<file path="config.mk">
export PLATFORM = sky130hd
export DESIGN_NAME = ext_interrupt_vector_map
export DESIGN_NICKNAME = d
export VERILOG_FILES = /design/src/ext_interrupt_vector_map.v /design/src/ext_line_detect.v
export VERILOG_INCLUDE_DIRS = /design/src
export SDC_FILE = /design/constraint.sdc
export NUM_CORES = 1
export LEC_CHECK = 0
export BUFFER_PORTS_ARGS = -buffer_cell sky130_fd_sc_hd__buf_4
export CORE_ASPECT_RATIO = 0.6
export CORE_UTILIZATION = 45
export DETAILED_ROUTE_END_ITERATION = 8
export HOLD_SLACK_MARGIN = 0.02
export PLACE_DENSITY_LB_ADDON = 0.1
export SLEW_MARGIN = 5
export SYNTH_ARGS = -nofsm -noshare
export SYNTH_HDL_FRONTEND = slang
export SYNTH_HIERARCHICAL = 1
export SYNTH_SLANG_ARGS = --single-unit
</file>
<file path="constraint.sdc">
create_clock -name clk_i -period 3.6 [get_ports clk_i]
set_input_delay 0.72 -clock clk_i [delete_from_list [all_inputs] [get_ports clk_i]]
set_output_delay 0.72 -clock clk_i [all_outputs]
set_load 0.05 [all_outputs]
</file>
<file path="src/ext_irq_map.vh">
// offsets, field positions, reset values and vector constants of the interrupt block
`ifndef EXT_IRQ_MAP_VH
`define EXT_IRQ_MAP_VH

// ****************************************************************
// register byte offsets
// ****************************************************************
`define OFS_EXT_LINE_SENSITIVITY 8'h00
`define OFS_TOP_LEVEL_PIN_CONTROL 8'h04
`define OFS_PENDING_STATUS 8'h08
`define OFS_SERVICE_STATUS 8'h0C

// ****************************************************************
// reset values and field positions
// ****************************************************************
`define EXT_LINE_SENSITIVITY_RST 8'h00
`define TOP_LEVEL_PIN_CONTROL_RST 2'h0
`define TOP_PIN_EDGE_SEL_BIT 1
`define TOP_PIN_IRQ_EN_BIT 0
`define SVC_REQ_BIT 0
`define SVC_WAKE_BIT 1
`define SVC_INDEX_LSB 4
`define SVC_INDEX_MSB 7
`define SVC_VECTOR_LSB 16
`define SVC_VECTOR_MSB 31

// ****************************************************************
// sizes
// ****************************************************************
`define NUM_LINES 4
`define PINS_PER_LINE 4
`define NUM_PINS 16
`define NUM_VEC 14

// ****************************************************************
// sensitivity codes and priority level
// ****************************************************************
`define SENSE_FALL_LOW 2'h0
`define SENSE_RISE 2'h1
`define SENSE_FALL 2'h2
`define SENSE_BOTH 2'h3
`define PRIO_LEVEL3 2'h3

// ****************************************************************
// vectors: index 0 is highest hardware priority
// ****************************************************************
`define VEC_TOP_ADDR 16'hFFFA
`define VEC_IDX_TOP_PIN 4'h0
`define VEC_IDX_TIME_BASE 4'h1
`define VEC_IDX_EXT0 4'h2
`define VEC_IDX_CAN_TX 4'h7
`define WAKE_FULL_HALT 14'h213D
`define WAKE_ACTIVE_HALT_ONLY 14'h0002

`endif

</file>
<file path="src/ext_interrupt_vector_map.v">
// interrupt vector mapping, wake-up qualification and external sensitivity control
`timescale 1ns/1ps
`default_nettype none
`include "ext_irq_map.vh"

// How it works
// - fixed priority, vectors FFFA down to FFE0
// - time base wakes only from active halt
// - only listed sources wake from halt
// - CAN status vector wakes on bus wake-up
// - voltage detector request never wakes
// - serial unit wakes only via receive pin
// - four independent two-bit sensitivity fields
// - 00 fall+low, 01 rise, 10 fall, 11 both
// - sensitivity writes only at priority level 3
// - changed field clears that line's pending request
// - edge-select bit picks falling or rising edge
// - edge select writable only while disabled
// - enable bit gates the top-level pin
// - clearing enable may raise a spurious interrupt
// - edge requests latched, cleared on service entry
// - selected pins of one group are ORed
// - top-level pin ignores current level 3
// - masked requests stay latched and pending
module ext_interrupt_vector_map (
    input  wire        clk_i,
    input  wire        rst_i,
    // wishbone slave
    input  wire        cyc_i,
    input  wire        stb_i,
    input  wire        we_i,
    input  wire [7:0]  adr_i,
    input  wire [3:0]  sel_i,
    input  wire [31:0] dat_i,
    output wire [31:0] dat_o,
    output wire        ack_o,
    // pins
    input  wire [15:0] ext_pin_i,
    input  wire [15:0] ext_pin_sel_i,
    input  wire        top_pin_i,
    // peripheral request levels
    input  wire        time_base_req_i,
    input  wire        auto_wake_req_i,
    input  wire        aux_voltage_req_i,
    input  wire        can_rx_req_i,
    input  wire        can_tx_req_i,
    input  wire        can_wakeup_i,
    input  wire        spi_req_i,
    input  wire        timer8_req_i,
    input  wire        timer16_req_i,
    input  wire        serial2_req_i,
    input  wire        serial1_req_i,
    input  wire        pulse_timer_req_i,
    // core side
    input  wire        cur_prio_hi_i,
    input  wire        cur_prio_lo_i,
    input  wire [27:0] vec_prio_i,
    input  wire        halt_i,
    input  wire        active_halt_i,
    input  wire        irq_enter_i,
    input  wire [3:0]  irq_enter_idx_i,
    output wire        irq_req_o,
    output wire [3:0]  irq_index_o,
    output wire [15:0] irq_vector_o,
    output wire        wake_o
);

    // ****************************************************************
    // level decode of a two-bit priority code
    // ****************************************************************
    function [1:0] prio_rank;
        input [1:0] code;
        begin
            case (code)
                2'h2:    prio_rank = 2'h0;
                2'h1:    prio_rank = 2'h1;
                2'h0:    prio_rank = 2'h2;
                default: prio_rank = 2'h3;
            endcase
        end
    endfunction

    // ****************************************************************
    // pin synchronisers
    // ****************************************************************
    reg [15:0] ext_meta_reg;
    reg [15:0] ext_sync_reg;
    reg        top_meta_reg;
    reg        top_sync_reg;

    always @(posedge clk_i) begin
        if (rst_i) begin
            ext_meta_reg <= 16'hFFFF;
            ext_sync_reg <= 16'hFFFF;
            top_meta_reg <= 1'b1;
            top_sync_reg <= 1'b1;
        end else begin
            ext_meta_reg <= ext_pin_i;
            ext_sync_reg <= ext_meta_reg;
            top_meta_reg <= top_pin_i;
            top_sync_reg <= top_meta_reg;
        end
    end

    // ****************************************************************
    // wishbone slave
    // ****************************************************************
    reg  [7:0]  ext_line_sensitivity_reg;
    reg  [1:0]  top_level_pin_control_reg;
    reg         ack_reg;
    reg  [31:0] dat_reg;
    reg  [31:0] rd_data;
    wire        access;
    wire        wr_lane0;
    wire        wr_sense;
    wire        wr_ctrl;
    wire        level3;
    wire        top_pin_edge_sel;
    wire        top_pin_irq_en;

    // one wait state: ack follows the first cycle of the request
    assign access   = cyc_i & stb_i & ~ack_reg;
    assign wr_lane0 = access & we_i & sel_i[0];
    assign level3   = ({cur_prio_hi_i, cur_prio_lo_i} == `PRIO_LEVEL3);
    assign wr_sense = wr_lane0 & (adr_i == `OFS_EXT_LINE_SENSITIVITY) & level3;
    assign wr_ctrl  = wr_lane0 & (adr_i == `OFS_TOP_LEVEL_PIN_CONTROL);

    assign top_pin_edge_sel = top_level_pin_control_reg[`TOP_PIN_EDGE_SEL_BIT];
    assign top_pin_irq_en   = top_level_pin_control_reg[`TOP_PIN_IRQ_EN_BIT];

    always @(posedge clk_i) begin
        if (rst_i) begin
            ack_reg                   <= 1'b0;
            ext_line_sensitivity_reg  <= `EXT_LINE_SENSITIVITY_RST;
            top_level_pin_control_reg <= `TOP_LEVEL_PIN_CONTROL_RST;
        end else begin
            ack_reg <= access;
            if (wr_sense) begin
                ext_line_sensitivity_reg <= dat_i[7:0];
            end
            if (wr_ctrl) begin
                top_level_pin_control_reg[`TOP_PIN_IRQ_EN_BIT] <=
                    dat_i[`TOP_PIN_IRQ_EN_BIT];
                if (!top_pin_irq_en) begin
                    top_level_pin_control_reg[`TOP_PIN_EDGE_SEL_BIT] <=
                        dat_i[`TOP_PIN_EDGE_SEL_BIT];
                end
            end
        end
    end

    assign ack_o = ack_reg;
    assign dat_o = dat_reg;

    // ****************************************************************
    // top-level pin
    // ****************************************************************
    reg  top_prev_reg;
    reg  top_pend_reg;
    wire top_edge;
    wire top_disable;
    wire top_spurious;
    wire top_set;
    wire top_clear;

    assign top_edge = top_pin_edge_sel ? (top_sync_reg & ~top_prev_reg)
                                       : (~top_sync_reg & top_prev_reg);
    // the gate collapsing as enable drops looks like an edge when the
    // pin already sits at the level that the selected edge ends on
    assign top_disable  = wr_ctrl & top_pin_irq_en & ~dat_i[`TOP_PIN_IRQ_EN_BIT];
    assign top_spurious = top_disable & (top_sync_reg == top_pin_edge_sel);
    assign top_set      = (top_pin_irq_en & top_edge) | top_spurious;
    assign top_clear    = irq_enter_i & (irq_enter_idx_i == `VEC_IDX_TOP_PIN);

    always @(posedge clk_i) begin
        if (rst_i) begin
            top_prev_reg <= 1'b1;
            top_pend_reg <= 1'b0;
        end else begin
            top_prev_reg <= top_sync_reg;
            top_pend_reg <= top_set | (top_pend_reg & ~top_clear);
        end
    end

    // ****************************************************************
    // external lines
    // ****************************************************************
    wire [15:0] pin_low_sel;
    wire [3:0]  line_req;

    // selected pins are ORed as active-low requests, unselected pins idle
    assign pin_low_sel = ~ext_sync_reg & ext_pin_sel_i;

    genvar k;
    generate
        for (k = 0; k < `NUM_LINES; k = k + 1) begin : g_line
            wire [1:0] cur_field;
            wire [1:0] new_field;
            wire       field_change;
            wire       line_clear;
            wire       line_level;

            assign cur_field    = ext_line_sensitivity_reg[2*k+1:2*k];
            assign new_field    = dat_i[2*k+1:2*k];
            assign field_change = wr_sense & (new_field != cur_field);
            assign line_clear   = field_change |
                (irq_enter_i & ({28'h0000000, irq_enter_idx_i} == `VEC_IDX_EXT0 + k));
            assign line_level   = ~(|pin_low_sel[`PINS_PER_LINE*k+3:`PINS_PER_LINE*k]);

            ext_line_detect u_det (
                .clk_i   (clk_i),
                .rst_i   (rst_i),
                .pin_i   (line_level),
                .sense_i (cur_field),
                .clear_i (line_clear),
                .req_o   (line_req[k])
            );
        end
    endgenerate

    // ****************************************************************
    // pending vector, index order equals hardware priority
    // ****************************************************************
    wire [13:0] pending;

    assign pending = {pulse_timer_req_i,
                      serial1_req_i,
                      serial2_req_i,
                      timer16_req_i,
                      timer8_req_i,
                      spi_req_i,
                      can_tx_req_i,
                      can_rx_req_i,
                      line_req[3],
                      line_req[2],
                      line_req[1] | aux_voltage_req_i,
                      line_req[0] | auto_wake_req_i,
                      time_base_req_i,
                      top_pend_reg};

    // ****************************************************************
    // halt exit qualification
    // ****************************************************************
    reg  [13:0] wake_src;
    wire [13:0] wake_cap;

    // vector 3 is qualified by its external line alone, so the shared voltage
    // detector cannot wake the part; vector 2 also passes the auto-wake source
    always @* begin
        wake_src = pending;
        wake_src[`VEC_IDX_EXT0]       = line_req[0] | auto_wake_req_i;
        wake_src[`VEC_IDX_EXT0 + 4'h1] = line_req[1];
    end

    assign wake_cap = `WAKE_FULL_HALT |
        (active_halt_i ? `WAKE_ACTIVE_HALT_ONLY : 14'h0000) |
        ({13'h0000, can_wakeup_i} << `VEC_IDX_CAN_TX);
    // the serial unit 1 bit is absent from both masks; its receive pin
    // reaches the core only through an external line
    wire [13:0] wake_hit;
    assign wake_hit = wake_src & wake_cap;

    // ****************************************************************
    // arbitration
    // ****************************************************************
    reg  [13:0] eligible;
    reg  [3:0]  win_idx;
    reg         win_any;
    wire [1:0]  cur_rank;
    integer     i;

    assign cur_rank = prio_rank({cur_prio_hi_i, cur_prio_lo_i});

    always @* begin
        eligible = 14'h0000;
        win_idx  = 4'h0;
        win_any  = 1'b0;
        for (i = 0; i < `NUM_VEC; i = i + 1) begin
            // not-above-level requests stay pending, just not offered
            eligible[i] = pending[i] &
                (prio_rank(vec_prio_i[2*i+:2]) > cur_rank);
        end
        eligible[`VEC_IDX_TOP_PIN] = top_pend_reg;
        if (halt_i) begin
            eligible = eligible & wake_hit;
        end
        for (i = `NUM_VEC - 1; i >= 0; i = i - 1) begin
            if (eligible[i]) begin
                win_idx = i[3:0];
                win_any = 1'b1;
            end
        end
    end

    reg        irq_req_reg;
    reg [3:0]  irq_index_reg;
    reg [15:0] irq_vector_reg;
    reg        wake_reg;

    always @(posedge clk_i) begin
        if (rst_i) begin
            irq_req_reg    <= 1'b0;
            irq_index_reg  <= 4'h0;
            irq_vector_reg <= `VEC_TOP_ADDR;
            wake_reg       <= 1'b0;
        end else begin
            irq_req_reg    <= win_any;
            irq_index_reg  <= win_idx;
            irq_vector_reg <= `VEC_TOP_ADDR - {11'h000, win_idx, 1'b0};
            wake_reg       <= halt_i & (|wake_hit);
        end
    end

    assign irq_req_o    = irq_req_reg;
    assign irq_index_o  = irq_index_reg;
    assign irq_vector_o = irq_vector_reg;
    assign wake_o       = wake_reg;

    // ****************************************************************
    // read back
    // ****************************************************************
    always @* begin
        rd_data = 32'h00000000;
        case (adr_i)
            `OFS_EXT_LINE_SENSITIVITY: begin
                rd_data[7:0] = ext_line_sensitivity_reg;
            end
            `OFS_TOP_LEVEL_PIN_CONTROL: begin
                rd_data[1:0] = top_level_pin_control_reg;
            end
            `OFS_PENDING_STATUS: begin
                rd_data[13:0] = pending;
            end
            `OFS_SERVICE_STATUS: begin
                rd_data[`SVC_REQ_BIT]                   = irq_req_reg;
                rd_data[`SVC_WAKE_BIT]                  = wake_reg;
                rd_data[`SVC_INDEX_MSB:`SVC_INDEX_LSB]   = irq_index_reg;
                rd_data[`SVC_VECTOR_MSB:`SVC_VECTOR_LSB] = irq_vector_reg;
            end
            default: begin
                rd_data = 32'h00000000;
            end
        endcase
    end

    always @(posedge clk_i) begin
        if (rst_i) begin
            dat_reg <= 32'h00000000;
        end else if (access && !we_i) begin
            dat_reg <= rd_data;
        end
    end

endmodule // ext_interrupt_vector_map

`default_nettype wire

</file>
<file path="src/ext_line_detect.v">
// sensitivity detector and request latch of one external interrupt line
`timescale 1ns/1ps
`default_nettype none
`include "ext_irq_map.vh"

module ext_line_detect (
    input  wire       clk_i,
    input  wire       rst_i,
    input  wire       pin_i,
    input  wire [1:0] sense_i,
    input  wire       clear_i,
    output wire       req_o
);

    reg  prev_reg;
    reg  latch_reg;
    wire rise;
    wire fall;
    reg  hit;

    assign rise = pin_i & ~prev_reg;
    assign fall = ~pin_i & prev_reg;

    always @* begin
        case (sense_i)
            `SENSE_FALL_LOW: hit = fall;
            `SENSE_RISE:     hit = rise;
            `SENSE_FALL:     hit = fall;
            `SENSE_BOTH:     hit = rise | fall;
            default:         hit = 1'b0;
        endcase
    end

    // idle level of a pulled-up pin is high, so no edge is seen at reset
    always @(posedge clk_i) begin
        if (rst_i) begin
            prev_reg  <= 1'b1;
            latch_reg <= 1'b0;
        end else begin
            prev_reg  <= pin_i;
            // set wins over clear so an edge in the clearing cycle survives
            latch_reg <= hit | (latch_reg & ~clear_i);
        end
    end

    // low level keeps the request up after the falling edge
    assign req_o = latch_reg | ((sense_i == `SENSE_FALL_LOW) & ~pin_i);

endmodule // ext_line_detect

`default_nettype wire

</file>
==> qor.yml, run 1 <==
run_status:
  status: "finished clean"
layout:
  diodes: 0
  finalNonFillerCells: 800
  utilization_pct: 61.06
  largest_reg_flops: 20
  design_area_sq_um: 6161
  fillers: 882
  layout.nets: 855
  syn2layout_area_growth_pct: 28.80
  drive_above_1_share_pct: 32.93
grt:
  grt_pass1_wl_um: 17710
  grt_max_degree: 85
  grt_util_met1_pct: 29.71
  grt_overflow_total: 0
  met2_usage_pct: 32.15
  antenna_found_initial: 0
  met3_usage_pct: 6.173
  grt_pass1_vias: 3568
  grtUsageTotal_pct: 21.29
  busiest_layer: "met2"
clocking:
  cts_setup_buffers: 0
  clock_path_buffers: 2
  htreeDepth: 3
  cts_num_sinks: 85
  ctsResizeCount: 0
  numCtsBuffers: 9
  path_clk_slew_ps: 70
  clock_latency_ps: 340
  hold_buffers: 0
  tritoncts: "done"
  ctsRootBufferMaster: "clkbuf_16"
route:
  viasPerCell: 4.983
  vias: 3986
  dr.pass1.iters: 4
  drtAntennaViolNets: 0
  drc: 0
  wl_um: 11430
  drt-initial-drc-count: 210
  detail_route.wl_per_cell_um: 14.28
power_and_ir_drop:
  p_per_area_nw_per_um2: 421.2
  total_power_mw: 2.595
  peakVddDrop_v: 0.0002429
  p_leak_nw: 3.081
placed_design:
  port-buffer-count: 142
  routabilityCongestion: 0.7753
  pre_cts_slack_ps: 174.6
  dpl.cell_count: 784
  dpl_cell_area_sq_um: 5857
  place_hpwl_um: 8967
sta:
  min_period_over_period_pct: 85.62
  drv_slew: 0
  fin_hold_ws_ps: 407.3
  setup_viol: 0
  fin_skew_ps: 10.34
  tightest_slew_ps: 799.7
  rsz0062_at_grt: "false"
  hold_viol_final: 0
  fin_crit_ps: 3082
  setup_ws_ps: 517.5
  relSlewSlack_pct: 46.69
  max_freq_mhz: 324.4
  setup_tns_ps: 0
floorplanning:
  initial_core_util_pct: 47.41
  die_area_sq_um: 11060
  fp.coreArea_sq_um: 10090
  die_w_um: 135.1
  dieHeight_um: 81.86
  placement_rows: 28
  ios: 186
yosys:
  synth_edf_count: 0
  synth_area_per_cell_sq_um: 9.077
  synth-async-reset-ratio_pct: 0
  ys_types: 55
  synth_cells: 527
  ys_warn_count: 6
  synthFlopType: "dfxtp_1"
  syn_area_sq_um: 4783
  synth-seq-cells: 85
  seq_area_frac_synth_pct: 35.57
worst_setup_path:
  r2r_slack_ps: 870
  critPathLaunchType: "primary input"
  critPathCaptureType: "flip-flop"
  crit_path_max_incr_delay_ps: 340
  crit_type: "primary input to flip-flop"
  worstPathRequired_ps: 3820
  crit_slowest_cell: "o221ai_1"
  path_cells: "buf_4 -> inv_1 -> ha_1 -> inv_1 -> buf_4 -> ha_1 -> nor2b_1 -> o221ai_1 -> nand2_1 -> inv_1 -> o211a_1 -> nor2b_1 -> ha_1 -> nor2b_1 -> mux2i_1"
  cp.arrival_ps: 3310
  crit_fanout: 10
worst_hold_path:
  hold_path_class: "flip-flop to flip-flop"
flow_run:
  max_cap_viol_count: 0
==> path summary, 6_finish.rpt <==
check | start | endpoint | depth (start not counted)
worst min register to register | top_meta_reg$_SDFF_PP1_ | top_sync_reg$_SDFF_PP1_ | 1
worst max register to register | ext_sync_reg[6]$_SDFF_PP1_ | irq_vector_o[4]$_SDFF_PP1_ | 12
worst min-delay path | top_meta_reg$_SDFF_PP1_ | top_sync_reg$_SDFF_PP1_ | 1
worst max-delay path | cur_prio_hi_i | irq_vector_o[4]$_SDFF_PP1_ | 15
==> routing by layer <==
metal	share of wire (%)	vias to the layer above
met4	0.82	0
met3	9.7	12
li1	-	2020
met1	48	1798
met2	41	156
met5	0	-
==> cell usage after synthesis, drive strengths merged, types with 11 or more instances <==
cell type,count,share of area (%)
ha,64,17
clkbuf,11,0.86
inv,44,3.5
a22oi,17,2.7
nand2b,17,2.2
dfxtp,85,36
nor2b,16,2.1
nor2,60,4.7
buf,26,4.2
or2,45,5.9
mux2i,14,2.9
nand2,24,1.9
==> final cells by class <==
| type | instances | area (sq um) | share of cell area (%) |
|---|---|---|---|
| clock buffer | 9 | 225.2 | 3.656 |
| clock inverter | 7 | 78.83 | 1.279 |
| inverter | 44 | 165.2 | 2.681 |
| multi-input combinational | 374 | 2725 | 44.23 |
| sequential | 85 | 1702 | 27.62 |
| tap | 135 | 168.9 | 2.742 |
| timing repair buffer | 146 | 1096 | 17.79 |
==> logic make-up after synthesis <==
| group | share of synthesized area (%) |
|---|---|
| flip-flops | 35.57 |
| buffers and inverters | 8.475 |
| adder cells (fa/ha/maj) | 16.74 |
| XOR/XNOR | 1.831 |
| AND/OR/NAND/NOR | 20.56 |
| other | 0.1570 |
| AO/OA/AOI/OAI | 12.79 |
| multiplexers | 3.871 |
==> report_power, final <==
part	internal (mW)	switching [mW]	leakage (nW)
clock	0.548	0.404	0.151
sequential	0.989	0.0299	0.697
combinational	0.260	0.365	2.23
total	1.80	0.798	3.08
==> critical path: cells and delay by family <==
family,cells,cell delay [ps]
simple gates,4,570
compound gates,2,510
buf+inv,5,740
mux,1,80
fa+ha+maj,3,680
==> cell usage in the layout (no fill, tap or decap), drive strengths merged, types with 3 or more instances in the layout <==
master,netlist,routed
buf,26,146
dfxtp,85,85
ha,64,64
nor2,60,60
inv,44,48
or2,45,45
nand2,24,24
nand2b,17,17
a22oi,17,17
nor2b,16,16
conb,2,15
mux2i,14,14
nor3,10,10
a21oi,10,10
clkbuf,11,9
o21ai,9,9
xor2,8,8
nand3,8,8
o22ai,6,6
o2111ai,5,5
a31o,5,5
o211ai,4,4
a221oi,4,4
o221ai,4,4
a31oi,3,3
nand3b,3,3
a21boi,3,3
No activity file was read; power rests on OpenSTA's default activity.
==> run 2: changes to the inputs <==
Settings changed: REMOVE_ABC_BUFFERS set to 1.
==> run 2 against run 1 <==
  * Clock power fell by 6.1%
  * Wire length rose by 1.2%
  * Largest cell class unchanged
  * Highest routed layer unchanged
  * Clock-buffer cell count rose by 1
  * Sequential power barely moved
  * Global-route usage barely moved
  * Cell count fell by 0.50%
  * Sequential share of layout area rose by 0.18 points
==> qor.yml, run 2 (same netlist as run 1, synthesis figures left out) <==
grt:
  antenna_found_initial: 0  # unchanged
  grt_max_degree: 85  # unchanged
  grt_overflow_total: 0  # unchanged
  grtUsageTotal_pct: 21.25  # -0.040 points
  grt_pass1_vias: 3756  # +5.3%
  grt_pass1_wl_um: 18020  # +1.8%
route:
  vias: 3996  # +0.25%
  viasPerCell: 5.020  # +0.75%
  detail_route.wl_per_cell_um: 14.53  # +1.7%
  wl_um: 11570  # +1.2%
  drt-initial-drc-count: 203  # -3.3%
  dr.pass1.iters: 4  # unchanged
  drc: 0  # unchanged
  drtAntennaViolNets: 0  # unchanged
clocking:
  htreeDepth: 3  # unchanged
  ctsResizeCount: 0  # unchanged
  cts_num_sinks: 85  # unchanged
  ctsRootBufferMaster: "clkbuf_16"
  path_clk_slew_ps: 60  # about the same
  cts_setup_buffers: 0  # unchanged
  clock_latency_ps: 330  # about the same
  numCtsBuffers: 9  # unchanged
  tritoncts: "done"
  clock_path_buffers: 2  # unchanged
  hold_buffers: 0  # unchanged
layout:
  diodes: 0  # unchanged
  final_cell_mix: "buf_4 (144), dfxtp_1 (85), ha_1 (64)"
  syn2layout_area_growth_pct: 27.99
  design_area_sq_um: 6122  # -0.63%
  largest_reg_flops: 20  # unchanged
  layout_commonest_cell: "buf_4"
  drive_above_1_share_pct: 32.38  # -0.56 points
  layout.nets: 853  # -0.23%
sta:
  setup_viol: 0  # unchanged
  rsz0062_at_grt: "false"
  tightest_slew_ps: 802.3  # +2.679 ps
  fin_skew_ps: 6.927  # -3.417 ps
  fin_crit_ps: 3111  # +28.84 ps
  relSlewSlack_pct: 46.51  # -0.18 points
  max_freq_mhz: 321.4  # -0.93%
  min_period_over_period_pct: 86.43  # +0.80 points
  drv_slew: 0  # unchanged
  hold_viol_final: 0  # unchanged
floorplanning:
  fp.coreArea_sq_um: 10090  # unchanged
  placement_rows: 28  # unchanged
  ios: 186  # unchanged
  initial_core_util_pct: 47.41  # unchanged
  dieHeight_um: 81.86  # unchanged
  die_w_um: 135.1  # unchanged
  die_area_sq_um: 11060  # unchanged
power_and_ir_drop:
  peakVddDrop_v: 0.0002800  # +15%
  p_per_area_nw_per_um2: 414.2  # -1.7%
  p_leak_nw: 3.055  # -0.87%
  total_power_mw: 2.536  # -2.3%
placed_design:
  dpl_cell_area_sq_um: 5842  # -0.26%
  port-buffer-count: 142  # unchanged
  routabilityCongestion: 0.7889  # +1.8%
  place_hpwl_um: 8967  # about the same
worst_setup_path:
  crit_slowest_cell: "o2111ai_1"
  critPathLaunchType: "primary input"
  crit_path_max_incr_delay_ps: 290  # -50 ps
  critPathCaptureType: "flip-flop"
  worstPathRequired_ps: 3810  # about the same
  cp.arrival_ps: 3320  # about the same
  path_cells: "buf_4 -> inv_1 -> ha_1 -> inv_1 -> buf_4 -> ha_1 -> nor2b_1 -> o2111ai_1 -> nand4_1 -> a21oi_1 -> o211a_1 -> nor2b_1 -> ha_1 -> nor2b_1 -> mux2i_1"
  crit_type: "primary input to flip-flop"
  crit_fanout: 8  # -2
worst_hold_path:
  hold_path_class: "flip-flop to flip-flop"
run_status:
  status: "finished clean"
flow_run:
  max_cap_viol_count: 0  # unchanged
[run 2: cell types whose count changed in the layout (fill, tap and decap cells not counted)]
cell,previous run,this run
clkinvlp_4,0,1
clkbuf_1,0,1
inv_6,4,0
buf_4,146,144
[run 2: power by group]
group,switching (mW),internal [mW],leakage [nW],total [mW]
combinational,0.367,0.259,2.22,0.626
clock,0.363,0.530,0.134,0.893
sequential,0.0268,0.990,0.697,1.02
total,0.757,1.78,3.05,2.54
[run 2: metrics by stage]
stage                     setup slack [ps]  hold slack [ps]  std cells  utilization, %  TNS [ps]
after floorplan                     -621.4            389.5        503               -     -6515
after global placement               220.0            390.7        782           57.90         0
after detailed placement             170.3            392.3        782           57.90         0
after CTS                            505.4            406.7        796           60.68         0
after global routing                 311.1            425.0        796           60.68         0
final                                488.7            405.9        796           60.68         0
[run 2: worst paths after layout]
path / cells past startpoint / from / endpoint / slack [ps]
hold / removal: 1 / ext_meta_reg[0]$_SDFF_PP1_ / ext_sync_reg[0]$_SDFF_PP1_ / 410
setup reg to reg: 11 / ext_sync_reg[14]$_SDFF_PP1_ / irq_vector_o[4]$_SDFF_PP1_ / 820
setup / recovery: 15 / cur_prio_hi_i / irq_vector_o[4]$_SDFF_PP1_ / 490
hold reg to reg: 1 / ext_meta_reg[0]$_SDFF_PP1_ / ext_sync_reg[0]$_SDFF_PP1_ / 410
[run 2: routing by layer]
metal / share of wire (%) / up-vias / GRT usage [%] / wire length, um
met5: 0 / - / 0 / 0
met4: 0.71 / 0 / 4.382 / 82
met3: 7.0 / 6 / 5.802 / 812
met2: 42 / 133 / 32.87 / 4812
met1: 51 / 1846 / 29.46 / 5861
li1: - / 2011 / - / -
[run 2: worst max-delay path, delay by kind of cell]
kind | cells | cell delay (ps)
buf+inv | 4 | 550
compound gates | 3 | 640
mux | 1 | 80
fa+ha+maj | 3 | 700
simple gates | 4 | 610
[run 2: final cells by class]
type / count / area [sq um]
multi-input cells: 374 / 2725
inverters: 44 / 165.2
repair buffers: 144 / 1081
well taps: 135 / 168.9
flip-flops and latches: 85 / 1702
clock inverters: 4 / 51.30
fillers: 884 / 3968
clock buffers: 10 / 229.0
